File: config.mk
export PLATFORM = sky130hd
export DESIGN_NAME = cbu_unit
export DESIGN_NICKNAME = d
export VERILOG_FILES = /design/src/cbu_pkg.sv /design/src/cbu_unit.sv
export SDC_FILE = /design/constraint.sdc
export NUM_CORES = 1
export LEC_CHECK = 0
export BUFFER_PORTS_ARGS = -buffer_cell sky130_fd_sc_hd__buf_4
export CELL_PAD_IN_SITES_DETAIL_PLACEMENT = 2
export CELL_PAD_IN_SITES_GLOBAL_PLACEMENT = 2
export CORE_ASPECT_RATIO = 0.5
export CORE_MARGIN = 2
export CORE_UTILIZATION = 34
export CTS_BUF_LIST = sky130_fd_sc_hd__clkbuf_2 sky130_fd_sc_hd__clkbuf_4 sky130_fd_sc_hd__clkbuf_8
export DETAILED_ROUTE_END_ITERATION = 7
export PLACE_DENSITY = 0.8
export SLEW_MARGIN = 20
export SYNTH_ARGS = -nofsm -noshare
export SYNTH_HDL_FRONTEND = slang
export SYNTH_SLANG_ARGS = --single-unit
File: constraint.sdc
create_clock -name clk -period 2.55 [get_ports clk]
set_clock_uncertainty 0.2 [all_clocks]
set_input_delay 0 -clock clk [delete_from_list [all_inputs] [get_ports clk]]
set_output_delay 0 -clock clk [all_outputs]
set_load 0.03 [all_outputs]
File: src/cbu_pkg.sv
// Shared constants and types for the clock breakpoint unit
package cbu_pkg;

    // Register bus widths
    localparam int ADDR_W = 8;
    localparam int DATA_W = 32;

    // Register byte offsets
    localparam logic [ADDR_W-1:0] OFS_CTRL     = 8'h00;
    localparam logic [ADDR_W-1:0] OFS_DELAY    = 8'h04;
    localparam logic [ADDR_W-1:0] OFS_CMD      = 8'h08;
    localparam logic [ADDR_W-1:0] OFS_STATUS   = 8'h0c;
    localparam logic [ADDR_W-1:0] OFS_IRQ_STAT = 8'h10;
    localparam logic [ADDR_W-1:0] OFS_IRQ_MASK = 8'h14;

    // CTRL fields
    localparam int CTRL_ALL_BIT = 0;
    localparam int CTRL_SEL_LSB = 4;
    localparam int SEL_W        = 4;

    // DELAY field
    localparam int DELAY_W = 8;

    // CMD bits, write one to issue
    localparam int CMD_ARM_BIT   = 0;
    localparam int CMD_HALT_BIT  = 1;
    localparam int CMD_PLAY_BIT  = 2;
    localparam int CMD_STEP_BIT  = 3;
    localparam int CMD_RESET_BIT = 4;

    // STATUS fields
    localparam int STAT_ARMED_BIT  = 0;
    localparam int STAT_HALTED_BIT = 1;
    localparam int STAT_DELAY_BIT  = 2;
    localparam int STAT_EN_BIT     = 3;
    localparam int STAT_CNT_LSB    = 8;

    // Interrupt bits
    localparam int IRQ_W        = 2;
    localparam int IRQ_HALT_BIT = 0;
    localparam int IRQ_FIRE_BIT = 1;

    // Reset values
    localparam logic [DELAY_W-1:0] DELAY_RST    = 8'h00;
    localparam logic [SEL_W-1:0]   SEL_RST      = 4'h0;
    localparam logic [IRQ_W-1:0]   IRQ_MASK_RST = 2'h0;

    // Cycles between neighbouring domains in all-domain sequencing
    localparam logic [7:0] SEQ_GAP = 8'h04;

    // Halt latency bound in domain cycles
    localparam int HALT_LAT_CYC = 1;

    typedef struct packed {
        logic [ADDR_W-1:0] addr;
        logic [DATA_W-1:0] wdata;
        logic              wr;
        logic              rd;
    } cbu_bus_req_t;

    typedef struct packed {
        logic halt;
        logic play;
        logic step;
    } cbu_seq_cmd_t;

    typedef enum logic [2:0] {
        ST_RUN,
        ST_ARMED,
        ST_DELAY,
        ST_HALTED,
        ST_STEP
    } cbu_state_t;

endpackage

File: src/cbu_unit.sv
// Clock breakpoint unit: gates one user clock domain for debug
//
// Contract
// - One unit per gated domain; each unit gates its own domain clock.
// - Mode write switches the unit between single-domain and all-domain.
// - Armed unit halts on next rising edge of the trigger probe.
// - Halt delay 0..255 loaded before arming; halt that many cycles after trigger.
// - Forced halt ignores the programmed delay; it waits only for its all-domain sequencing slot.
// - While armed, only forced halt and reset are accepted.
// - Forced halt stops selected or every domain without waiting for trigger.
// - All-domain forced halt reaches domains in fixed domain order.
// - Play on halted domain restarts its clock from halted state.
// - All-domain play and step reach domains in same fixed order.
// - Step on halted domain releases exactly one cycle, then stays halted.
// - All-domain halt, play, step act on every domain, not one.
// - Changing selected domain drops previous domain's breakpoint settings.
// - Reset at any time returns unit to idle and stops trigger watch.
// - Domains not halted keep running while others are halted.
// - Halt lands within one domain cycle of the halt condition.
`timescale 1ns/1ps

module cbu_unit
    import cbu_pkg::*;
#(
    parameter logic [SEL_W-1:0] DOMAIN_ID = 4'h0
) (
    // Clock and reset of the domain source
    input  wire logic              clk,
    input  wire logic              rst,
    // Register port
    input  wire cbu_bus_req_t      bus_req,
    output      logic [DATA_W-1:0] rdata_q,
    // Trigger probe, synchronous to clk
    input  wire logic              probe_trig,
    // Gated domain clock and status
    output      logic              gclk,
    output      logic              halted_q,
    output      logic              irq_q
);

    // True when a command reaches this domain
    function automatic logic targets(input logic all_mode, input logic [SEL_W-1:0] sel);
        targets = all_mode || (sel == DOMAIN_ID);
    endfunction

    // Sequencing wait for this domain in all-domain mode
    function automatic logic [7:0] stagger(input logic all_mode);
        logic [7:0] id8;
        id8 = {{(8-SEL_W){1'b0}}, DOMAIN_ID};
        stagger = all_mode ? 8'(id8 * SEQ_GAP) : 8'h00;
    endfunction

    logic               all_q;
    logic [SEL_W-1:0]   sel_q;
    logic [DELAY_W-1:0] delay_q;
    logic [DELAY_W-1:0] cnt_q;
    logic [DELAY_W-1:0] cnt_d;
    cbu_state_t         state_q;
    cbu_state_t         state_d;
    cbu_seq_cmd_t       pend_q;
    logic [7:0]         wait_q;
    logic               trig_q;
    logic               en_q;
    logic               en_neg_q;
    logic [IRQ_W-1:0]   irq_stat_q;
    logic [IRQ_W-1:0]   irq_mask_q;

    logic               wr_ctrl;
    logic               wr_delay;
    logic               wr_cmd;
    logic               sel_change;
    logic               hit;
    logic               armed;
    logic               cmd_arm;
    logic               cmd_halt;
    logic               cmd_play;
    logic               cmd_step;
    logic               cmd_reset;
    logic               go;
    logic               trig_rise;
    logic [IRQ_W-1:0]   irq_ev;
    logic [IRQ_W-1:0]   irq_stat_d;

    // Decode of the register port
    assign wr_ctrl    = bus_req.wr && (bus_req.addr == OFS_CTRL);
    assign wr_delay   = bus_req.wr && (bus_req.addr == OFS_DELAY);
    assign wr_cmd     = bus_req.wr && (bus_req.addr == OFS_CMD);
    assign sel_change = wr_ctrl && (bus_req.wdata[CTRL_SEL_LSB +: SEL_W] != sel_q);
    assign hit        = targets(all_q, sel_q);
    assign armed      = (state_q == ST_ARMED) || (state_q == ST_DELAY);

    // Commands; while armed only halt and reset get through
    assign cmd_reset = wr_cmd && hit && bus_req.wdata[CMD_RESET_BIT];
    assign cmd_halt  = wr_cmd && hit && bus_req.wdata[CMD_HALT_BIT]
                       && !cmd_reset;
    assign cmd_arm   = wr_cmd && hit && bus_req.wdata[CMD_ARM_BIT]
                       && !armed && !cmd_reset && !cmd_halt;
    assign cmd_play  = wr_cmd && hit && bus_req.wdata[CMD_PLAY_BIT]
                       && !armed && !cmd_reset && !cmd_halt;
    assign cmd_step  = wr_cmd && hit && bus_req.wdata[CMD_STEP_BIT]
                       && !armed && !cmd_reset && !cmd_halt && !cmd_play;

    // Rising edge on the probe, positive edge only
    assign trig_rise = probe_trig && !trig_q;

    // Pending sequenced command is due
    assign go = (pend_q != '0) && (wait_q == 8'h00);

    // Mode and domain select
    always_ff @(posedge clk or posedge rst) begin
        if (rst) begin
            all_q <= 1'b0;
            sel_q <= SEL_RST;
        end else if (wr_ctrl) begin
            all_q <= bus_req.wdata[CTRL_ALL_BIT];
            sel_q <= bus_req.wdata[CTRL_SEL_LSB +: SEL_W];
        end
    end

    // Halt delay; locked while armed, dropped on a change of domain
    always_ff @(posedge clk or posedge rst) begin
        if (rst) begin
            delay_q <= DELAY_RST;
        end else if (sel_change || cmd_reset) begin
            delay_q <= DELAY_RST;
        end else if (wr_delay && !armed) begin
            delay_q <= bus_req.wdata[DELAY_W-1:0];
        end
    end

    // Sequenced halt, play and step; lower domain ids act first
    always_ff @(posedge clk or posedge rst) begin
        if (rst) begin
            pend_q <= '0;
            wait_q <= 8'h00;
        end else if (cmd_reset || sel_change) begin
            pend_q <= '0;
            wait_q <= 8'h00;
        end else if (cmd_halt || cmd_play || cmd_step) begin
            pend_q.halt <= cmd_halt;
            pend_q.play <= cmd_play;
            pend_q.step <= cmd_step;
            wait_q      <= stagger(all_q);
        end else if (go) begin
            pend_q <= '0;
        end else if (wait_q != 8'h00) begin
            wait_q <= wait_q - 8'h01;
        end
    end

    // Next state of the breakpoint unit
    always_comb begin
        state_d = state_q;
        cnt_d   = cnt_q;
        if (cmd_reset) begin
            state_d = ST_RUN;
            cnt_d   = '0;
        end else if (go && pend_q.halt && (state_q != ST_HALTED)) begin
            state_d = ST_HALTED;
            cnt_d   = '0;
        end else begin
            case (state_q)
                ST_RUN: begin
                    if (cmd_arm) begin
                        state_d = ST_ARMED;
                    end
                end
                ST_ARMED: begin
                    if (sel_change) begin
                        state_d = ST_RUN;
                    end else if (trig_rise && (delay_q == '0)) begin
                        state_d = ST_HALTED;
                    end else if (trig_rise) begin
                        state_d = ST_DELAY;
                        cnt_d   = delay_q;
                    end
                end
                ST_DELAY: begin
                    if (sel_change) begin
                        state_d = ST_RUN;
                        cnt_d   = '0;
                    end else if (cnt_q <= 8'h01) begin
                        state_d = ST_HALTED;
                        cnt_d   = '0;
                    end else begin
                        cnt_d = cnt_q - 8'h01;
                    end
                end
                ST_HALTED: begin
                    if (go && pend_q.play) begin
                        state_d = ST_RUN;
                    end else if (go && pend_q.step) begin
                        state_d = ST_STEP;
                    end
                end
                ST_STEP: begin
                    state_d = ST_HALTED;
                end
                default: begin
                    state_d = ST_RUN;
                    cnt_d   = '0;
                end
            endcase
        end
    end

    always_ff @(posedge clk or posedge rst) begin
        if (rst) begin
            state_q <= ST_RUN;
            cnt_q   <= '0;
        end else begin
            state_q <= state_d;
            cnt_q   <= cnt_d;
        end
    end

    always_ff @(posedge clk or posedge rst) begin
        if (rst) begin
            trig_q <= 1'b0;
        end else begin
            trig_q <= probe_trig;
        end
    end

    // Clock enable follows the next state, so a halt costs one cycle at most
    always_ff @(posedge clk or posedge rst) begin
        if (rst) begin
            en_q     <= 1'b1;
            halted_q <= 1'b0;
        end else begin
            en_q     <= (state_d != ST_HALTED);
            halted_q <= (state_d == ST_HALTED);
        end
    end

    // Enable is retimed while clk is low, so the AND cannot clip a high phase
    always_ff @(negedge clk or posedge rst) begin
        if (rst) begin
            en_neg_q <= 1'b1;
        end else begin
            en_neg_q <= en_q;
        end
    end

    // Only gated output; a flop here would halve the domain clock
    assign gclk = clk & en_neg_q;

    // Interrupt status: halt entry and trigger fire, write one to clear
    assign irq_ev[IRQ_HALT_BIT] = (state_q != ST_HALTED) && (state_d == ST_HALTED);
    assign irq_ev[IRQ_FIRE_BIT] = (state_q == ST_ARMED) && (state_d != ST_ARMED)
                                  && trig_rise;

    always_comb begin
        irq_stat_d = irq_stat_q;
        if (bus_req.wr && (bus_req.addr == OFS_IRQ_STAT)) begin
            irq_stat_d = irq_stat_d & ~bus_req.wdata[IRQ_W-1:0];
        end
        // Set wins over a clear in the same cycle
        irq_stat_d = irq_stat_d | irq_ev;
    end

    always_ff @(posedge clk or posedge rst) begin
        if (rst) begin
            irq_stat_q <= '0;
            irq_mask_q <= IRQ_MASK_RST;
            irq_q      <= 1'b0;
        end else begin
            irq_stat_q <= irq_stat_d;
            if (bus_req.wr && (bus_req.addr == OFS_IRQ_MASK)) begin
                irq_mask_q <= bus_req.wdata[IRQ_W-1:0];
            end
            irq_q <= |(irq_stat_d & irq_mask_q);
        end
    end

    // Read data one cycle after the strobe; unmapped reads return zero
    always_ff @(posedge clk or posedge rst) begin
        if (rst) begin
            rdata_q <= '0;
        end else if (bus_req.rd) begin
            rdata_q <= '0;
            case (bus_req.addr)
                OFS_CTRL: begin
                    rdata_q[CTRL_ALL_BIT]               <= all_q;
                    rdata_q[CTRL_SEL_LSB +: SEL_W]      <= sel_q;
                end
                OFS_DELAY: begin
                    rdata_q[DELAY_W-1:0] <= delay_q;
                end
                OFS_STATUS: begin
                    rdata_q[STAT_ARMED_BIT]             <= armed;
                    rdata_q[STAT_HALTED_BIT]            <= (state_q == ST_HALTED);
                    rdata_q[STAT_DELAY_BIT]             <= (state_q == ST_DELAY);
                    rdata_q[STAT_EN_BIT]                <= en_q;
                    rdata_q[STAT_CNT_LSB +: DELAY_W]    <= cnt_q;
                end
                OFS_IRQ_STAT: begin
                    rdata_q[IRQ_W-1:0] <= irq_stat_q;
                end
                OFS_IRQ_MASK: begin
                    rdata_q[IRQ_W-1:0] <= irq_mask_q;
                end
                default: begin
                    rdata_q <= '0;
                end
            endcase
        end else begin
            rdata_q <= '0;
        end
    end

endmodule // cbu_unit

# ---- Word-level counts from Yosys, hierarchy flattened
# Cells that the tools add are included.
dict set report word_totals {
  wordCells 137
  regBits 76
  n_memories 0
  inputBits 45
  ramBits 0
  romBits 0
  latchBits 0
  out_inout_bits 35
}
dict set report op_classes {
  order_cmp 1
  n_mux 35
  eq_ne 19
  bitwise 5
  n_div 0
  n_mul 0
  addsub 2
  shift 0
  reduce_logical 58
}
# cell count
set op_table {}
lappend op_table {{8-bit two-way mux} 14}
lappend op_table {{3-bit two-way mux} 13}
lappend op_table {{1-bit logical AND} 34}
lappend op_table {{8-bit zero test} 3}
lappend op_table {{8-bit one-hot mux with 3 select lines} 1}
lappend op_table {{8-bit by 4-bit == test with 1-bit output (second input constant)} 2}
lappend op_table {{8-bit by 5-bit == test with 1-bit output (second input constant)} 2}
lappend op_table {{16-bit two-way mux} 1}
lappend op_table {{8-bit by 1-bit subtractor with 8-bit output (second input constant)} 2}
lappend op_table {{3-bit one-hot mux with 5 select lines} 1}
lappend op_table {{3-bit by 2-bit == test with 1-bit output (second input constant)} 3}
lappend op_table {{3-bit by 1-bit != test with 1-bit output (second input constant)} 3}
lappend op_table {{3-bit nonzero test} 3}
lappend op_table {{8-bit by 3-bit == test with 1-bit output (second input constant)} 1}
lappend op_table {{8-bit by 1-bit less-or-equal comparator with 1-bit output (second input constant)} 1}
lappend op_table {{4-bit by 3-bit != test with 1-bit output (second input constant)} 2}
lappend op_table {{4-bit one-hot mux with 2 select lines} 1}
lappend op_table {{8-bit nonzero test} 1}
lappend op_table {{3-bit by 2-bit != test with 1-bit output (second input constant)} 2}
lappend op_table {{1-bit zero test} 5}
lappend op_table {{1-bit logical OR} 5}
lappend op_table {{1-bit one-hot mux with 5 select lines} 1}
lappend op_table {{2-bit AND} 2}
lappend op_table {{4-bit zero test} 1}
lappend op_table {{16 further kinds} 16}

# ---- Longest topological paths before layout
# Gate-level depths: netlist (run 1).
dict set report logic_depth {
  ltp_word 18
  mapped_depth 9
}

==> out/metrics.yaml, run 1 <==
flow_run:
  maxCapViolCount: 0
yosys:
  avgSynthCellArea_um2: 10.2
  synth_top_cells_by_area: "dfrtp_1, nor2_1, mux2i_1"
  synthDistinctLibCells: 60
  synth_cells: 310
  synth-seq-cells: 60
  synth-async-reset-ratio_pct: 100
  ys_warn_count: 0
  yosys_most_used_dff: "dfrtp_1"
  seq_area_frac_synth_pct: 47.5
  yosys.area.top_type: "dfrtp_1"
  yosysTopAreaCellShare_pct: 45.8
  synth_edf_count: 0
  netlist_area_um2: 3170
grt:
  grt_max_degree: 60
  gr-total-overflow: 0
  grt_pass1_vias: 3375
  grt_pass1_wl_um: 20700
  antenna_found_initial: 0
  grt.total_usage_pct: 27.9
critical_path:
  worstSetupPathType: "flop to output pin"
  reg2regPathDepth: 9
  worstPathArrival_ps: 2630
  critical-path-slowest-cell: "dfstp_2"
  r2r-end: "cnt_q[2]"
  r2r_slack_ps: -40
  critical_path_required_ps: 2350
  worstSetupEndpointType: "output pin"
  startpoint: "en_neg_q"
  endpoint: "gclk"
  crit_fanout: 1
  cp-start-kind: "flop"
  cpPeakStageDelay_ps: 540
  reg2reg_from: "cnt_q[1]"
  path_cells: "and2_4 > buf_6"
floorplanning:
  rows: 24
  die_area_um2: 10200
  fp.dieW_um: 141
  coreArea_um2: 8890
  ios: 80
  die_h_um: 72.3
  initial_core_util_pct: 35.7
place:
  port_buffers: 39
  numPlacedInstances: 477
  pre_cts_slack_ps: 16.8
  hpwlAfterDp_um: 7270
  gp_congestion: 0.859
timing:
  final_max_slew_viol_count: 0
  tightest_slew_ps: 834
  final_hold_viol_count: 0
  relSlewSlack_pct: 43.6
  final.setup.worst_slack_ps: -279
  setup_viol: 8
  rsz0062_at_grt: "true"
routing:
  vias: 3017
  routed_wirelength_um: 14500
  drc: 0
  routed_via_density: 5.71
  dr.first_iter.drc_count: 213
  ant_nets: 0
  first_pass_iters: 4
  wl_per_cell_um: 27.5
clock_tree:
  cts_tree: "built"
  path_clk_slew_ps: 70
  clock_latency_ps: 510
layout:
  nets: 455
  drive_above_1_share_pct: 30.9
  antenna_cells: 0
  n_fill_cell: 904
  area_growth_pct: 37.4
  final_cells: 528
pwr:
  p_leak_nw: 2.01
  ir_worst_vdd_mv: 0.320
  p_per_area_nw_per_um2: 1060
  finalPower_mw: 4.63
outcome:
  status: "finished, violations left"
  violations: "setup timing"
worst_hold_path:
  hold_class: "input port to flop"
==> worst max-delay path, delay by kind of cell (launching register included) <==
kind / cells / cell delay, ps
DFF: 1 / 540
and+or+nand+nor: 1 / 150
buffers and inverters: 1 / 120
==> per-stage QoR <==
step	area (um2)	TNS [ps]	util [%]	hold slack, ps
floorplan	3230	0	-	-169
global placement	3660	0	41.1	-78.8
detailed placement	3660	0	41.1	-75.5
CTS	4210	-247	47.4	1.17
global route	4350	-1220	49.0	23.0
finish	4350	-474	49.0	18.4
==> cell families after synthesis <==
| logic type | after synthesis | synth area share (%) |
|---|---|---|
| AO/OA/AOI/OAI | 61 | 14.4 |
| XOR/XNOR | 11 | 3.04 |
| adder cells (fa/ha/maj) | 4 | 1.58 |
| buffers and inverters | 37 | 6.63 |
| flip-flops | 60 | 47.5 |
| multiplexers | 22 | 7.30 |
| other | 1 | 0.118 |
| AND/OR/NAND/NOR | 114 | 19.4 |
==> registers in the layout, indices dropped and copies added (netlist names), 2 cells and up <==
register    flops
delay_q         8
irq_mask_q      2
pend_q          3
irq_stat_q      2
sel_q           4
rdata_q        16
cnt_q           8
wait_q          8
state_q         3
==> layout by cell type, fill, tap and decap left out, types with 3 or more instances in the layout <==
cell type,count
a211oi_1,3
a21oi_1,6
a21oi_2,3
a22oi_1,5
a32oi_1,4
and3_1,8
buf_4,64
bufinv_16,3
clkbuf_8,13
conb_1,16
dfrtp_1,57
dlygate4sd3_1,25
ha_1,3
inv_1,11
mux2_2,9
mux2i_1,13
nand2_1,17
nand2_2,3
nand2b_1,4
nand3b_1,4
nand4_1,3
nor2_1,38
nor2b_1,4
nor3_1,7
nor4_1,6
nor4_4,3
o21ai_0,9
o21ai_1,6
o22ai_1,5
xnor2_1,6
xor2_1,4
==> layer usage <==
metal / global-route usage [%] / routed length [um]
met5: 0 / 0
met3: 7.72 / 898
met4: 11.2 / 650
met1: 33.1 / 5920
met2: 49.0 / 7080
==> worst min path at each step <==
stage / from / endpoint / slack [ps] / cells after the start
3_3_place_gp: probe_trig / trig_q / -80 / 1
4_1_cts: probe_trig / trig_q / 1 / 2
5_1_grt: probe_trig / trig_q / 20 / 2
3_5_place_dp: probe_trig / trig_q / -80 / 1
2_1_floorplan: probe_trig / trig_q / -170 / 0
6_report: probe_trig / trig_q / 20 / 2
==> layout make-up <==
class | count | area, um2 | share of cell area [%]
Clock inverter | 7 | 115 | 2.64
Inverter | 12 | 48.8 | 1.12
Tap cell | 117 | 146 | 3.36
Multi-Input combinational cell | 228 | 1610 | 36.9
Sequential cell | 60 | 1510 | 34.6
Clock buffer | 14 | 190 | 4.37
Timing Repair Buffer | 90 | 743 | 17.1
==> where the power goes <==
| group | total [mW] | leakage [nW] | internal [mW] | switching, mW |
|---|---|---|---|---|
| sequential | 1.39 | 0.786 | 1.14 | 0.244 |
| clock | 1.38 | 0.160 | 0.827 | 0.555 |
| combinational | 1.87 | 1.07 | 0.748 | 1.12 |
==> cells in the mapped netlist, drive strengths merged (2+ instances only) <==
cell type,instances
o22ai,5
clkbuf,6
a211oi,5
nand2b,4
dfrtp,58
a22o,2
or2,3
o21ai,16
and2,2
nand3b,4
buf,18
xor2,4
xnor2,7
nor4,10
and3,8
nor2,38
mux2,9
nor2b,4
a22oi,5
ha,4
nand2,20
o2111a,2
a32oi,4
inv,13
nor3,9
mux2i,13
o21a,2
nand4,3
dfstp,2
a21oi,9
or3,3
==> timing repair <==
item | CTS | global route
gates resized for setup | 2 | 20
setup buffers | 0 | 6
pin swaps | 0 | 6
hold endpoints to repair | 103 | 0
setup endpoints to repair | 2 | 20
hold buffers | 26 | 0
Note: power is estimated with default switching activity, not from simulation.
==> run 2: changes to the inputs <==
- PLACE_DENSITY: 0.8 -> 0.9
- REMOVE_ABC_BUFFERS: unset -> 1
==> out/metrics.yaml, run 2 (synthesis results as in run 1) <==
outcome:
  status: "finished, violations left"
  violations: "setup timing"
timing:
  whs_ps: 116  # +97.3 ps
  final_max_slew_viol_count: 0  # unchanged
  rsz0062_at_grt: "true"
  tightest_slew_ps: 850  # +16.0 ps
  setup_viol: 5  # -3
  final_hold_viol_count: 0  # unchanged
  final.setup.worst_slack_ps: -255  # +24.2 ps
  final.setup.tns_ps: -380  # +94.7 ps
  relSlewSlack_pct: 43.1  # -0.52 points
critical_path:
  cp_num_buf_inv: 1  # unchanged
  worstPathArrival_ps: 2610  # -20 ps
  reg2reg_from: "sel_q[2]"
  worstSetupPathType: "flop to output pin"
  critical_path_required_ps: 2350  # about the same
  cp-start-kind: "flop"
  path_cells: "and2_4 > buf_6"
  critical-path-slowest-cell: "dfstp_2"
  worstSetupEndpointType: "output pin"
  crit_fanout: 1  # unchanged
  reg2regPathDepth: 7  # -2
  path_delay_family: "flip-flops"
  r2r_slack_ps: -50  # about the same
  cpPeakStageDelay_ps: 530  # about the same
  r2r-end: "cnt_q[1]"
floorplanning:
  initial_core_util_pct: 35.7  # unchanged
  coreArea_um2: 8890  # unchanged
  rows: 24  # unchanged
  die_h_um: 72.3  # unchanged
  die_area_um2: 10200  # unchanged
  ios: 80  # unchanged
  fp.dieW_um: 141  # unchanged
pwr:
  switching_share_pct: 44.5  # +3.1 points
  ir_worst_vdd_mv: 0.315  # -1.4%
  power.switching_mw: 2.02  # +5.6%
  seqPwrFrac_pct: 30.9  # +1.0 points
  internal_power_mw: 2.53  # -7.0%
  pwr-share-comb_pct: 42.4  # +2.1 points
  p_clk_share_pct: 26.7  # -3.1 points
  p_per_area_nw_per_um2: 1060  # -0.32%
  p_leak_nw: 1.99  # -1.4%
routing:
  dr.first_iter.drc_count: 310  # +46%
  routed_wirelength_um: 15200  # +4.4%
  first_pass_iters: 5  # +1
  wl_per_cell_um: 28.9  # +5.0%
  vias: 3154  # +4.5%
  ant_nets: 0  # unchanged
  routed_via_density: 6.01  # +5.1%
  drc: 0  # unchanged
clock_tree:
  path_clk_slew_ps: 70  # about the same
  clock_latency_ps: 500  # about the same
  cts_tree: "built"
layout:
  layout_common_cells: "buf_4, dfrtp_1, nor2_1, dlygate4sd3_1, nand2_1"
  largest_reg_flops: 16  # unchanged
  antenna_cells: 0  # unchanged
  area_growth_pct: 35.4
  layout_commonest_cell: "buf_4"
  fin_util_pct: 48.3  # -0.72 points
  regMostFlops: "rdata_q"
  nets: 452  # -0.66%
  drive_above_1_share_pct: 30.1  # -0.75 points
  n_fill_cell: 919  # +1.7%
  final_cells: 525  # -0.57%
worst_hold_path:
  hold_path_end: "rdata_q[1]"
  min_path_cells: 5  # +3
  hold_class: "input port to flop"
  worstHoldStart: "bus_req[40]"
grt:
  gr-total-overflow: 0  # unchanged
  grt_max_degree: 60  # unchanged
  grt.total_usage_pct: 30.2  # +2.3 points
  grt_pass1_wl_um: 22100  # +6.8%
  grt_pass1_vias: 3427  # +1.5%
  antenna_found_initial: 0  # unchanged
place:
  port_buffers: 39  # unchanged
  gp_congestion: 0.881  # +2.6%
  pre_cts_slack_ps: -33.1  # -49.9 ps
  hpwlAfterDp_um: 7880  # +8.5%
  numPlacedInstances: 477  # unchanged
flow_run:
  maxCapViolCount: 0  # unchanged
-- run 2: changes by cell type in the layout (fill, tap and decap cells not counted), moves of 2 or more --
cell	delta
or3_1	+2
or3_4	-2
bufinv_16	-2
buf_4	-3
inv_2	+2
clkinvlp_4	-2
-- run 2: timing repair --
action	CTS	global route
setup endpoints to repair	13	13
gates resized for setup	6	16
hold buffers	24	0
pin swaps	0	6
endpoints found under the hold margin	103	0
buffers inserted	1	5
-- run 2: how the worst max path moves through the flow --
stage	startpoint	to	cells after the start
after floorplan	rst	en_neg_q	1
after global placement	cnt_q[4]	cnt_q[0]	7
after detailed placement	wait_q[0]	irq_q	8
after CTS	en_neg_q	gclk	2
after global routing	en_neg_q	gclk	2
final	en_neg_q	gclk	2
-- run 2: tightest hold or removal path: stages --
cell	delay [ps]
buf_4	90
or3_1	270
nor4_1	120
a22oi_1	190
nor2b_1	80
-- run 2: power by group through the flow --
stage	Clock [mW]	Combinational, mW	Sequential [mW]
after floorplan	0.0495	0.857	1.32
after global placement	0.0720	1.29	1.32
after detailed placement	0.0719	1.44	1.35
after CTS	1.18	1.61	1.35
after global routing	1.26	2.03	1.42
final	1.21	1.93	1.40
-- run 2: stage by stage --
step / total power [mW] / cell area [um2]
2_1_floorplan: 2.22 / 3060
3_3_place_gp: 2.68 / 3650
3_5_place_dp: 2.86 / 3650
4_1_cts: 4.14 / 4180
5_1_grt: 4.71 / 4290
6_report: 4.55 / 4290
-- run 2: layout make-up --
type / count / area [um2] / share of cell area [%]
inverters: 12 / 45.0 / 1.05
well taps: 117 / 146 / 3.41
clock inverters: 5 / 51.3 / 1.20
clock buffers: 16 / 211 / 4.93
flip-flops and latches: 60 / 1500 / 35.1
repair buffers: 87 / 729 / 17.0
multi-input cells: 228 / 1600 / 37.4
-- run 2: metal layers --
metal  up-vias  track usage [%]  wire (um)
met3        82             8.25       1120
met4         0             16.6        884
met5         -                0          0
met1      1599             35.5       5970
met2       208             51.5       7210
li1       1265                -          -
==> run 3: changes to the inputs <==
- CELL_PAD_IN_SITES_DETAIL_PLACEMENT: 2 -> unset
- CELL_PAD_IN_SITES_GLOBAL_PLACEMENT: 2 -> unset
- CORE_UTILIZATION: 34 -> 45
- PLACE_DENSITY: 0.9 -> 0.77
==> out/metrics.yaml, run 3 (synthesis results as in run 1) <==
critical_path:
  cpPeakStageDelay_ps: 510  # -20 ps
  reg2reg_from: "cnt_q[0]"
  worstSetupPathType: "flop to output pin"
  reg2regPathDepth: 9  # +2
  worstPathArrival_ps: 2540  # -70 ps
  r2r-end: "cnt_q[2]"
  critical-path-slowest-cell: "dfstp_2"
  cp-start-kind: "flop"
  path_cells: "and2_4 > buf_6"
  crit_fanout: 1  # unchanged
  critical_path_required_ps: 2350  # about the same
  r2r_slack_ps: 40  # +90 ps
  worstSetupEndpointType: "output pin"
place:
  hpwlAfterDp_um: 5110  # -35%
  pre_cts_slack_ps: 49.8  # +82.9 ps
  port_buffers: 39  # unchanged
  placed_cell_area_um2: 3550  # -2.7%
  gp_congestion: 0.935  # +6.2%
layout:
  ff_latch_area_um2: 1500  # unchanged
  largest_reg_flops: 16  # unchanged
  nets: 439  # -2.9%
  antenna_cells: 0  # unchanged
  regMostFlops: "rdata_q"
  layout_common_cells: "dfrtp_1, buf_4, nor2_1, dlygate4sd3_1, nand2_1"
  area_growth_pct: 28.5
  n_fill_cell: 526  # -43%
  drive_above_1_share_pct: 25.6  # -4.6 points
  final_cell_area_um2: 4070  # -5.1%
  layout_commonest_cell: "dfrtp_1"
  multi_input_area_um2: 1530  # -4.4%
routing:
  routed_wirelength_um: 7980  # -47%
  met2_length_um: 3790  # -48%
  met1_length_um: 3370  # -44%
  vias: 2738  # -13%
  ant_nets: 0  # unchanged
  dr.max_layer_used: "met4"
  wl_per_cell_um: 16.4  # -43%
  first_pass_iters: 5  # unchanged
  dr.first_iter.drc_count: 153  # -51%
  routed-wl-met3_um: 554  # -50%
  drc: 0  # unchanged
  routed_via_density: 5.62  # -6.4%
floorplanning:
  initial_core_util_pct: 46.9  # +11 points
  die_h_um: 63.3  # -12%
  die_area_um2: 7770  # -23%
  ios: 80  # unchanged
  fp.dieW_um: 123  # -13%
  coreArea_um2: 6750  # -24%
  rows: 21  # -13%
timing:
  final.setup.worst_slack_ps: -194  # +60.8 ps
  whs_ps: 147  # +31.4 ps
  final_hold_viol_count: 0  # unchanged
  rsz0062_at_grt: "true"
  tightest_slew_ps: 723  # -127 ps
  final_max_slew_viol_count: 0  # unchanged
  relSlewSlack_pct: 51.8  # +8.6 points
  final.setup.tns_ps: -194  # +185 ps
  setup_viol: 2  # -3
outcome:
  violations: "setup timing"
  status: "finished, violations left"
clock_tree:
  clock_latency_ps: 460  # -40 ps
  path_clk_slew_ps: 70  # about the same
  cts_tree: "built"
  cts_setup_buffers: 0  # -1
pwr:
  p_leak_nw: 1.89  # -5.0%
  p_per_area_nw_per_um2: 924  # -13%
  ir_worst_vdd_mv: 0.382  # +21%
  finalPower_mw: 3.76  # -17%
  power.switching_mw: 1.46  # -28%
  pwr-share-comb_pct: 34.6  # -7.8 points
  p_clk_share_pct: 29.4  # +2.7 points
  seqPwrFrac_pct: 35.9  # +5.0 points
  switching_share_pct: 38.7  # -5.7 points
  internal_power_mw: 2.31  # -8.7%
worst_hold_path:
  hold_class: "input port to asynchronous set/reset pin"
grt:
  grt_pass1_vias: 2604  # -24%
  grt.total_usage_pct: 22.1  # -8.1 points
  grt_max_degree: 60  # unchanged
  antenna_found_initial: 0  # unchanged
  grt_pass1_wl_um: 12800  # -42%
  gr-total-overflow: 0  # unchanged
flow_run:
  maxCapViolCount: 0  # unchanged
## run 3: changes by cell type in the layout (fill, tap and decap cells not counted), moves of 2 or more
cell        before  now
buf_4           61   49
clkinvlp_4       0    2
nor4_2           0    2
nor4_4           3    1
## run 3: worst max-delay path by stage
stage               from  endpoint  slack, ps  cells after the start
6_report        en_neg_q      gclk       -190                      2
2_1_floorplan        rst  en_neg_q        -60                      1
5_1_grt         en_neg_q      gclk       -230                      2
3_5_place_dp   wait_q[0]     irq_q         50                      8
3_3_place_gp    cnt_q[0]  cnt_q[2]        140                      9
4_1_cts         en_neg_q      gclk       -210                      2
## run 3: layout make-up
| type | instances | area share, % |
|---|---|---|
| sequential | 60 | 36.9 |
| inverter | 12 | 1.11 |
| clock buffer | 14 | 4.67 |
| clock inverter | 7 | 1.66 |
| multi-input combinational | 228 | 37.6 |
| tap | 92 | 2.83 |
| timing repair buffer | 74 | 15.2 |
## run 3: layer usage
metal	up-vias	track usage (%)
met5	-	0
met1	1349	27.5
met2	122	33.7
met4	0	13.6
li1	1236	-
met3	31	6.61
## run 3: stage by stage
stage,utilization [%],instances
after CTS,60.0,487
final,60.3,487
after detailed placement,52.6,443
after global routing,60.3,487
after floorplan,-,301
after global placement,52.6,443
## run 3: power groups by stage
stage	Clock (mW)	Combinational, mW	Sequential, mW
detailed placement	0.0719	1.22	1.35
global placement	0.0720	1.17	1.33
floorplan	0.0495	0.857	1.32
global route	1.17	1.42	1.37
finish	1.11	1.30	1.35
CTS	1.11	1.27	1.34
## run 3: repair_timing
action | 4_1_cts | 5_1_grt
pin swaps | 0 | 0
hold endpoints to repair | 111 | 0
resized for setup | 2 | 4
hold buffers | 25 | 0
endpoints found under the setup margin | 2 | 11
## run 3: worst max-delay path, delay by kind of cell (launching register included)
kind          cells  cell delay [ps]
flops             1              510
buf+inv           1              120
simple gates      1              130
